<file path="src/common/claa_pkg.sv">
// Package of constants for the chain location address assignment block
package claa_pkg;
  // Frame header and field codes
  localparam logic [7:0] HDR_SESSION = 8'ha1; // Init and finish header
  localparam logic [7:0] ID_BCAST = 8'hff; // Broadcast device id
  localparam logic [7:0] REG_SESSION = 8'hac; // Session register field
  localparam logic [7:0] CMD_ADDR_FIELD = 8'h7f; // Command address field
  localparam logic [7:0] CODE_INIT = 8'h01; // Initialization code
  localparam logic [7:0] CODE_FINISH = 8'h03; // Finish code
  localparam logic [7:0] HDR_ASSIGN = 8'h80; // Assignment write header
  localparam logic [7:0] HDR_READ = 8'hc0; // Address read header
  localparam logic [7:0] HDR_RSP = 8'h00; // One-byte response header
  localparam logic [7:0] REG_NODE_ADDRESS = 8'h3d; // Node address offset
  localparam logic [7:0] NODE_ADDRESS_RST = 8'h00; // Node address reset
  localparam logic [7:0] BCAST_BIT = 8'h20; // Broadcast flag in header
  // CRC constants
  localparam logic [15:0] CRC_POLY_REV = 16'ha001; // Reflected 0x8005
  localparam logic [15:0] CRC_INIT = 16'h0000; // IBM start value
  // Frame gap: bytes idle longer than this restart the parser
  localparam int GAP_US = 100; // Inter-byte timeout in microseconds
  localparam int CLK_MHZ = 20; // Core clock rate
  localparam int GAP_CYC = GAP_US * CLK_MHZ; // Timeout in cycles
  // Bus inactivity during a session, in milliseconds
  localparam int IDLE_MS = 4000; // Inactivity limit
  localparam int IDLE_CYC_DEF = IDLE_MS * 1000 * CLK_MHZ; // Cycles
  // Frame lengths in bytes including CRC
  localparam logic [3:0] LEN_SESSION = 4'h7; // Init and finish
  localparam logic [3:0] LEN_ASSIGN = 4'h6; // Assignment
  localparam logic [3:0] LEN_READ = 4'h5; // Address read
  localparam logic [3:0] LEN_RSP = 4'h5; // Response frame
endpackage : claa_pkg

</file>
<file path="src/hw/claa_core.sv">
// Slave-side chain location address assignment logic
`timescale 1ns/1ps
`default_nettype none
// Behaviour
// - Switch closed outside an assignment session
// - Open switch isolates downstream from traffic
// - Init clears address and opens switch
// - Init frame bytes and CRC matched exactly
// - Assignment: 0x80, current id, 0x3d, data
// - Address resets to 0x00, unassigned id
// - Accept only once, only with switch open
// - Close switch right after accepting address
// - Finish frame bytes and CRC matched exactly
// - Finish disables assignment until next init
// - Inactivity in session closes switch, sleeps
// - Stored or per-power-up address flows
// - Response CRC low first, bits reversed
// - CRC-16-IBM over frame, low byte first
// - Broadcast flag with id ff reaches all
// - Address read answered with one-byte response
module claa_core #(
  parameter int IDLE_CYC = claa_pkg::IDLE_CYC_DEF // Session idle limit
) (
  input wire logic clk, // Core clock, 20 MHz
  input wire logic rstn, // Asynchronous reset, active low
  input wire logic rx_valid, // Upstream byte strobe
  input wire logic [7:0] rx_data, // Upstream byte
  input wire logic nvm_valid, // Stored address present
  input wire logic [7:0] nvm_address, // Stored address value
  input wire logic ds_valid, // Downstream response byte strobe
  input wire logic [7:0] ds_data, // Downstream response byte
  input wire logic tx_ready, // Upstream transmitter can take a byte
  output logic tx_valid, // Byte toward host valid
  output logic [7:0] tx_data, // Byte toward host
  output logic fwd_valid, // Byte passed to downstream
  output logic [7:0] fwd_data, // Byte passed to downstream
  output logic switch_closed, // Pass-through switch state
  output logic session_active, // Assignment handling enabled
  output logic bus_sleep, // Sleep request after inactivity
  output logic [7:0] node_address // Current node address
);
  typedef enum logic [1:0] {
    CLAA_IDLE = 2'b00, // No response pending
    CLAA_SEND = 2'b01 // Sending response bytes
  } claa_tx_e;

  logic [7:0] buf_q [0:6]; // Received bytes of current frame
  logic [3:0] cnt; // Bytes received
  logic [15:0] gap; // Inter-byte timer
  logic [31:0] idle; // Session inactivity timer
  logic assigned; // Address taken this session
  claa_tx_e tx_st; // Response state
  logic [2:0] tx_idx; // Response byte index
  logic [15:0] crc; // Running receive CRC
  logic [15:0] tcrc; // Running transmit CRC
  logic [7:0] next_buf [0:6];
  logic [3:0] next_cnt;
  logic [15:0] next_gap;
  logic [31:0] next_idle;
  logic next_assigned, next_closed, next_session, next_sleep;
  logic [7:0] next_addr;
  claa_tx_e next_tx_st;
  logic [2:0] next_tx_idx;
  logic [7:0] tx_byte; // Response byte in flight
  logic crc_clr, tcrc_clr, tx_fire;

  // Bit reversal within one byte, used for both response CRC bytes
  function automatic logic [7:0] rev8(input logic [7:0] b);
    for (int i = 0; i < 8; i++) rev8[i] = b[7-i];
  endfunction : rev8

  // Frame check: folding CRC low then high onto the running value leaves
  // a zero remainder, so the length need not be known while folding
  function automatic logic crc_ok(input logic [15:0] c);
    crc_ok = (c == 16'h0000);
  endfunction : crc_ok
  // Receive CRC runs over every byte, CRC bytes too; a byte that comes
  // while a frame is judged starts the next frame's value
  claa_crc u_rx_crc (
    .clk(clk),
    .rstn(rstn),
    .clear(crc_clr),
    .en(rx_valid),
    .data(rx_data),
    .crc(crc)
  );
  // Transmit CRC covers header, id and data bytes
  claa_crc u_tx_crc (
    .clk(clk),
    .rstn(rstn),
    .clear(tcrc_clr),
    .en(tx_fire && tx_idx < 3'd3),
    .data(tx_byte),
    .crc(tcrc)
  );
  // Response bytes: header, id, data, then reversed CRC low and high
  always_comb begin
    unique case (tx_idx)
      3'd0: tx_byte = claa_pkg::HDR_RSP;
      3'd1: tx_byte = node_address;
      3'd2: tx_byte = node_address;
      3'd3: tx_byte = rev8(tcrc[7:0]);
      default: tx_byte = rev8(tcrc[15:8]);
    endcase
  end
  // Own response has priority; otherwise closed switch relays downstream
  assign tx_fire = (tx_st == CLAA_SEND) && tx_ready;
  assign tx_valid = (tx_st == CLAA_SEND) || (switch_closed && ds_valid);
  assign tx_data = (tx_st == CLAA_SEND) ? tx_byte : ds_data;
  // Open switch cuts every downstream slave off the bus
  assign fwd_valid = switch_closed && rx_valid;
  assign fwd_data = rx_data;
  assign tcrc_clr = (tx_st == CLAA_IDLE);
  // Frame parser, session state and address register
  always_comb begin
    logic done, good;
    logic [7:0] h, id;
    done = 1'b0;
    good = 1'b0;
    h = buf_q[0];
    id = buf_q[1];
    next_buf = buf_q;
    next_cnt = cnt;
    next_gap = gap;
    next_idle = idle;
    next_assigned = assigned;
    next_closed = switch_closed;
    next_session = session_active;
    next_sleep = bus_sleep;
    next_addr = node_address;
    next_tx_st = tx_st;
    next_tx_idx = tx_idx;
    crc_clr = 1'b0;
    // Gap timer restarts a half-received frame
    if (rx_valid) begin
      next_gap = 16'h0000;
      next_sleep = 1'b0;
      if (cnt < 4'd7) next_buf[cnt[2:0]] = rx_data;
      next_cnt = cnt + 4'h1;
    end else if (cnt != 4'h0) begin
      if (gap == 16'(claa_pkg::GAP_CYC)) begin
        next_cnt = 4'h0;
        crc_clr = 1'b1;
      end else begin
        next_gap = gap + 16'h0001;
      end
    end
    // Judge frame once its length is reached; the CRC of read frames is not checked
    if (cnt == claa_pkg::LEN_READ && h == claa_pkg::HDR_READ) begin
      done = 1'b1;
      if (id == node_address && buf_q[2] == claa_pkg::REG_NODE_ADDRESS &&
          tx_st == CLAA_IDLE) begin
        next_tx_st = CLAA_SEND;
        next_tx_idx = 3'd0;
      end
    end else if (cnt == claa_pkg::LEN_ASSIGN && h == claa_pkg::HDR_ASSIGN) begin
      done = 1'b1;
      good = crc_ok(crc);
      if (good && session_active && !assigned && !switch_closed &&
          id == node_address && buf_q[2] == claa_pkg::REG_NODE_ADDRESS) begin
        next_addr = buf_q[3];
        next_assigned = 1'b1;
        next_closed = 1'b1;
      end
    end else if (cnt == claa_pkg::LEN_SESSION &&
                 h == claa_pkg::HDR_SESSION) begin
      done = 1'b1;
      good = crc_ok(crc);
      if (good && (h & claa_pkg::BCAST_BIT) != 8'h00 &&
          id == claa_pkg::ID_BCAST && buf_q[2] == claa_pkg::REG_SESSION &&
          buf_q[3] == claa_pkg::CMD_ADDR_FIELD) begin
        if (buf_q[4] == claa_pkg::CODE_INIT) begin
          next_addr = claa_pkg::NODE_ADDRESS_RST;
          next_assigned = 1'b0;
          next_closed = 1'b0;
          next_session = 1'b1;
          next_idle = 32'h0;
        end else if (buf_q[4] == claa_pkg::CODE_FINISH) begin
          next_session = 1'b0;
          next_closed = 1'b1;
        end
      end
    end else if (cnt == claa_pkg::LEN_SESSION) begin
      done = 1'b1; // Any other frame ends here
    end
    if (done) begin
      next_cnt = rx_valid ? 4'h1 : 4'h0;
      crc_clr = 1'b1;
      if (rx_valid) next_buf[0] = rx_data;
    end
    // Inactivity timer during a session
    if (session_active && next_session) begin
      if (rx_valid) begin
        next_idle = 32'h0;
      end else if (idle == 32'(IDLE_CYC)) begin
        next_session = 1'b0;
        next_closed = 1'b1;
        next_sleep = 1'b1;
      end else begin
        next_idle = idle + 32'h1;
      end
    end
    // Step through response bytes
    if (tx_fire) begin
      if (tx_idx == claa_pkg::LEN_RSP[2:0] - 3'd1) next_tx_st = CLAA_IDLE;
      else next_tx_idx = tx_idx + 3'd1;
    end
  end
  // Register all state
  always_ff @(posedge clk or negedge rstn) begin
    if (!rstn) begin
      for (int i = 0; i < 7; i++) buf_q[i] <= 8'h00;
      cnt <= 4'h0;
      gap <= 16'h0000;
      idle <= 32'h0;
      assigned <= 1'b0;
      switch_closed <= 1'b1;
      session_active <= 1'b0;
      bus_sleep <= 1'b0;
      node_address <= claa_pkg::NODE_ADDRESS_RST;
      tx_st <= CLAA_IDLE;
      tx_idx <= 3'd0;
    end else begin
      buf_q <= next_buf;
      cnt <= next_cnt;
      gap <= next_gap;
      idle <= next_idle;
      assigned <= next_assigned;
      switch_closed <= next_closed;
      session_active <= next_session;
      bus_sleep <= next_sleep;
      // Stored-address flow loads outside a session
      if (nvm_valid && !session_active && !next_session) begin
        node_address <= nvm_address;
      end else begin
        node_address <= next_addr;
      end
      tx_st <= next_tx_st;
      tx_idx <= next_tx_idx;
    end
  end
  a_switch_closes: assert property (@(posedge clk) disable iff (!rstn)
    $rose(assigned) |-> switch_closed && !$past(switch_closed))
    else $error("switch not closed on accept");
  a_open_blocks: assert property (@(posedge clk) disable iff (!rstn)
    !switch_closed |-> !fwd_valid)
    else $error("forwarded with switch open");
  a_idle_closed: assert property (@(posedge clk) disable iff (!rstn)
    !session_active |-> switch_closed)
    else $error("switch open outside session");
  a_one_accept: assert property (@(posedge clk) disable iff (!rstn)
    assigned && $past(assigned) && !$past(nvm_valid)
    |-> $stable(node_address))
    else $error("second assignment taken");
  a_init_opens: assert property (@(posedge clk) disable iff (!rstn)
    $rose(session_active) |-> !switch_closed && !assigned &&
    node_address == claa_pkg::NODE_ADDRESS_RST)
    else $error("session start without open switch and cleared address");
  a_sleep_closes: assert property (@(posedge clk) disable iff (!rstn)
    $rose(bus_sleep) |-> switch_closed && !session_active)
    else $error("sleep entered with switch open or session on");
endmodule : claa_core
`default_nettype wire

</file>
<file path="src/hw/claa_crc.sv">
// Byte-serial CRC-16-IBM engine
`timescale 1ns/1ps
`default_nettype none
module claa_crc (
  input wire logic clk, // Core clock
  input wire logic rstn, // Asynchronous reset, active low
  input wire logic clear, // Restart at the initial value
  input wire logic en, // Fold one byte in
  input wire logic [7:0] data, // Byte to fold
  output logic [15:0] crc // Running checksum
);
  logic [15:0] next_crc; // Next checksum

  // Fold eight bits, LSB first, in the reflected form; clear and fold
  // may share a cycle, so a new frame may follow the last with no gap
  always_comb begin
    next_crc = clear ? claa_pkg::CRC_INIT : crc;
    if (en) begin
      next_crc = next_crc ^ {8'h00, data};
      for (int i = 0; i < 8; i++) begin
        if (next_crc[0]) begin
          next_crc = (next_crc >> 1) ^ claa_pkg::CRC_POLY_REV;
        end else begin
          next_crc = next_crc >> 1;
        end
      end
    end
  end

  // Register the checksum
  always_ff @(posedge clk or negedge rstn) begin
    if (!rstn) begin
      crc <= 16'h0000;
    end else begin
      crc <= next_crc;
    end
  end
endmodule : claa_crc
`default_nettype wire

</file>
<file path="config.mk">
export PLATFORM = sky130hd
export DESIGN_NAME = claa_core
export DESIGN_NICKNAME = d
export VERILOG_FILES = /design/src/common/claa_pkg.sv /design/src/hw/claa_core.sv /design/src/hw/claa_crc.sv
export SDC_FILE = /design/constraint.sdc
export NUM_CORES = 1
export LEC_CHECK = 0
export ABC_AREA = 1
export BUFFER_PORTS_ARGS = -buffer_cell sky130_fd_sc_hd__buf_4
export CAP_MARGIN = 10
export CORE_AREA = 2 2 104 146
export DETAILED_ROUTE_END_ITERATION = 10
export DIE_AREA = 0 0 106 148
export PLACE_DENSITY = 0.78
export SYNTH_ARGS = -nofsm -noshare
export SYNTH_HDL_FRONTEND = slang
export SYNTH_SLANG_ARGS = --single-unit
</file>
<file path="constraint.sdc">
create_clock -name clk -period 3 [get_ports clk]
set_input_delay 0.6 -clock clk [delete_from_list [all_inputs] [get_ports clk]]
set_output_delay 0.6 -clock clk [all_outputs]
set_load 0.02 [all_outputs]
</file>
==> metrics.yaml <==
place:
  port-buffer-count: 58
  gp_congestion: 1.01
  hpwl_mm: 15.7
yosys:
  ys_warn_count: 0
  syn-instance-count: 1162
  synth_edf_count: 0
  yosys.area.top_type: "dfrtp_1"
  synthTopCellsByArea: "dfrtp_1, nand2_1, inv_1"
  syn_area_per_cell_sq_um: 7.35
  synth_top_cell_area_share_pct: 41.0
  synth_ff_type: "dfrtp_1"
  synth_nets: 1205
  ys_types: 50
  yosysSeqAreaShare_pct: 41.3
  postSynth.asyncResetShare_pct: 100
  ys_ff_latch: 141
  synth_area_sq_mm: 0.00854
clock_network:
  holdBufCountCts: 0
  cts-root-buf: "clkbuf_16"
  cts_max_level: 4
  cts-buffers-inserted: 17
  cts.clk_slew.worst_paths_ns: 0.06
  clock_latency_ns: 0.42
  clockBufferDepth: 2
  cts_tree: "done"
  clkSinkCount: 141
layout:
  final_layout_size_suffix_gt1_share_pct: 13.5
  final_cell_mix: "nand2_1, inv_1, dfrtp_1"
  final_common_cell: "nand2_1"
  insertedDiodeCount: 0
  seq_area_sq_mm: 0.00353
  nFillCells: 1221
  multi_input_area_sq_mm: 0.00418
  area_growth_pct: 14.8
  nNetsFinal: 1267
pwr:
  swShare_pct: 40.9
  combPwrFrac_pct: 38.7
  vdd_drop_max_mv: 0.441
  seqPwrFrac_pct: 35.4
  power_uw: 7800
  p_int_uw: 4610
  cellPowerDensity_mw_per_mm2: 795
  p_switching_uw: 3190
  leakage_uw: 0.00469
  clockPowerShare_pct: 25.9
global_routing:
  grt_pass1_vias: 7637
  overflow: 0
  antenna_found_initial: 0
  grt_pass1_wl_mm: 36.0
  grt_max_degree: 76
  grtUsageTotal_pct: 28.9
routing:
  postRouteAntennaNets: 0
  firstDrtPassIters: 6
  totalWireLength_mm: 21.9
  drtIter0Drc: 553
  vias_per_cell: 5.61
  vias: 7995
  wl_per_cell_microns: 15.4
  drc: 0
timing:
  finalSetupTns_ns: 0
  whs_ns: 0.189
  rsz0062_at_grt: "false"
  maxSlewViolCount: 0
  finalClockSkew_ns: 0.0101
  fin_crit_sh_pct: 94.2
  fin_crit_ns: 2.83
  fmax_mhz: 354
  setup_violations: 0
  hold_viol_final: 0
  worstMarginPinSlew_ns: 1.03
  relSlewSlack_pct: 31.3
setup_path:
  r2r_cells: 9
  ff2ff_setup_slack_ns: 0.26
  cp.depth: 10
  arrival_ns: 2.23
  cpPeakStageDelay_ns: 0.44
  r2r-start: "cnt[1]$_DFFE_PN0P_"
  cp_slowest_cell: "dfrtp_1"
  cp-endpoint: "tx_data[2]"
  critPathRequiredTime_ns: 2.40
  cp_max_fo: 7
  path_buf_inv: 4
  cp_common_cell: "buf_4"
  crit_start: "tx_idx[0]$_DFF_PN0_"
  cp-end-kind: "primary output"
  path_delay_family: "buffers and inverters"
  critical_path_class: "flip-flop to primary output"
  start_kind: "flip-flop"
  worstPathCellList: "inv_1 > ha_1 > o21ai_4 > buf_4 > buf_4 > o22ai_1 > o21bai_2 > nand2_1 > nand2_1 > buf_4"
die:
  dieArea_sq_mm: 0.0157
  die_height_microns: 148
  start_util_pct: 59.4
  row_count: 52
  pin_count: 59
  die_x_microns: 106
  core_area_sq_mm: 0.0144
flow_run:
  maxCapViolations: 0
min_path:
  worstHoldPathType: "input port to async pin"
status:
  status: "completed"
Yosys cell counts, types with 5 or more instances:
cell and count:
a21oi_1 38, a22oi_1 6, a31oi_1 6, buf_2 5, buf_4 12, clkbuf_1 20, dfrtp_1 140, ha_1 13
inv_1 166, inv_2 11, nand2_1 279, nand2_2 9, nand3_1 74, nand4_1 34, nor2_1 90, nor3_1 34
nor4_1 25, o211ai_1 11, o21ai_0 94, o22ai_1 9, xnor2_1 7, xor2_1 23
metrics by stage:
stage / util (%) / setup WS (ns) / instance area [sq um] / cells
floorplan: - / 0.644 / 8540 / 1162
global placement: 64.0 / 0.181 / 9210 / 1391
detailed placement: 64.0 / 0.0456 / 9210 / 1391
CTS: 67.9 / 0.0147 / 9770 / 1423
global route: 68.2 / 0.00232 / 9810 / 1426
finish: 68.2 / 0.175 / 9810 / 1426
repair_timing:
action	in CTS	in global routing
buffers inserted	0	2
gates resized for setup	1	4
setup endpoints to repair	1	12
gates cloned	0	1
pin swaps	0	3
power groups by stage:
stage                     Sequential (uW)  Combinational (uW)  Clock, uW
after floorplan                      2680                2170          0
after global placement               2760                2860          0
after detailed placement             2780                2920          0
after CTS                            2750                2950       2030
after global routing                 2820                3420       2110
final                                2760                3020       2020
area by class of cell:
| type | count | share of cell area [%] |
|---|---|---|
| Sequential cell | 141 | 36.0 |
| Clock inverter | 12 | 1.15 |
| Inverter | 178 | 6.81 |
| Tap cell | 189 | 2.41 |
| Clock buffer | 20 | 4.55 |
| Timing Repair Buffer | 82 | 6.44 |
| Multi-Input combinational cell | 804 | 42.6 |
worst min path at each step:
stage / end / slack [ns] / depth (start not counted) / from
floorplan: async pin / 0.30 / 0 / rstn
global placement: tx_st[1]$_DFF_PN0_ / 0.39 / 0 / tx_st[1]$_DFF_PN0_
detailed placement: tx_st[1]$_DFF_PN0_ / 0.39 / 0 / tx_st[1]$_DFF_PN0_
CTS: u_tx_crc.crc[12]$_DFF_PN0_ / 0.23 / 1 / rstn
global route: u_tx_crc.crc[12]$_DFF_PN0_ / 0.25 / 1 / rstn
finish: u_tx_crc.crc[12]$_DFF_PN0_ / 0.19 / 1 / rstn
kinds of logic after synthesis:
kind of cell               Yosys count  synth area share [%]
AOI/OAI and AO/OA                  185                  12.4
xor gates and xnor gates            30                  3.08
adders and majority gates           13                  1.90
buffers and inverters              218                  10.4
DFF                                141                  41.3
muxes                                4                 0.527
and+or+nand+nor                    571                  30.4
layer usage:
metal / up-vias / global-route usage (%) / share of wire (%)
met5: - / 0 / 0
met4: 0 / 14.3 / 3.9
met3: 69 / 4.41 / 4.4
met2: 252 / 50.7 / 51
met1: 3732 / 34.4 / 41
li1: 3942 / - / -
Power figures use the tool's default switching activity.
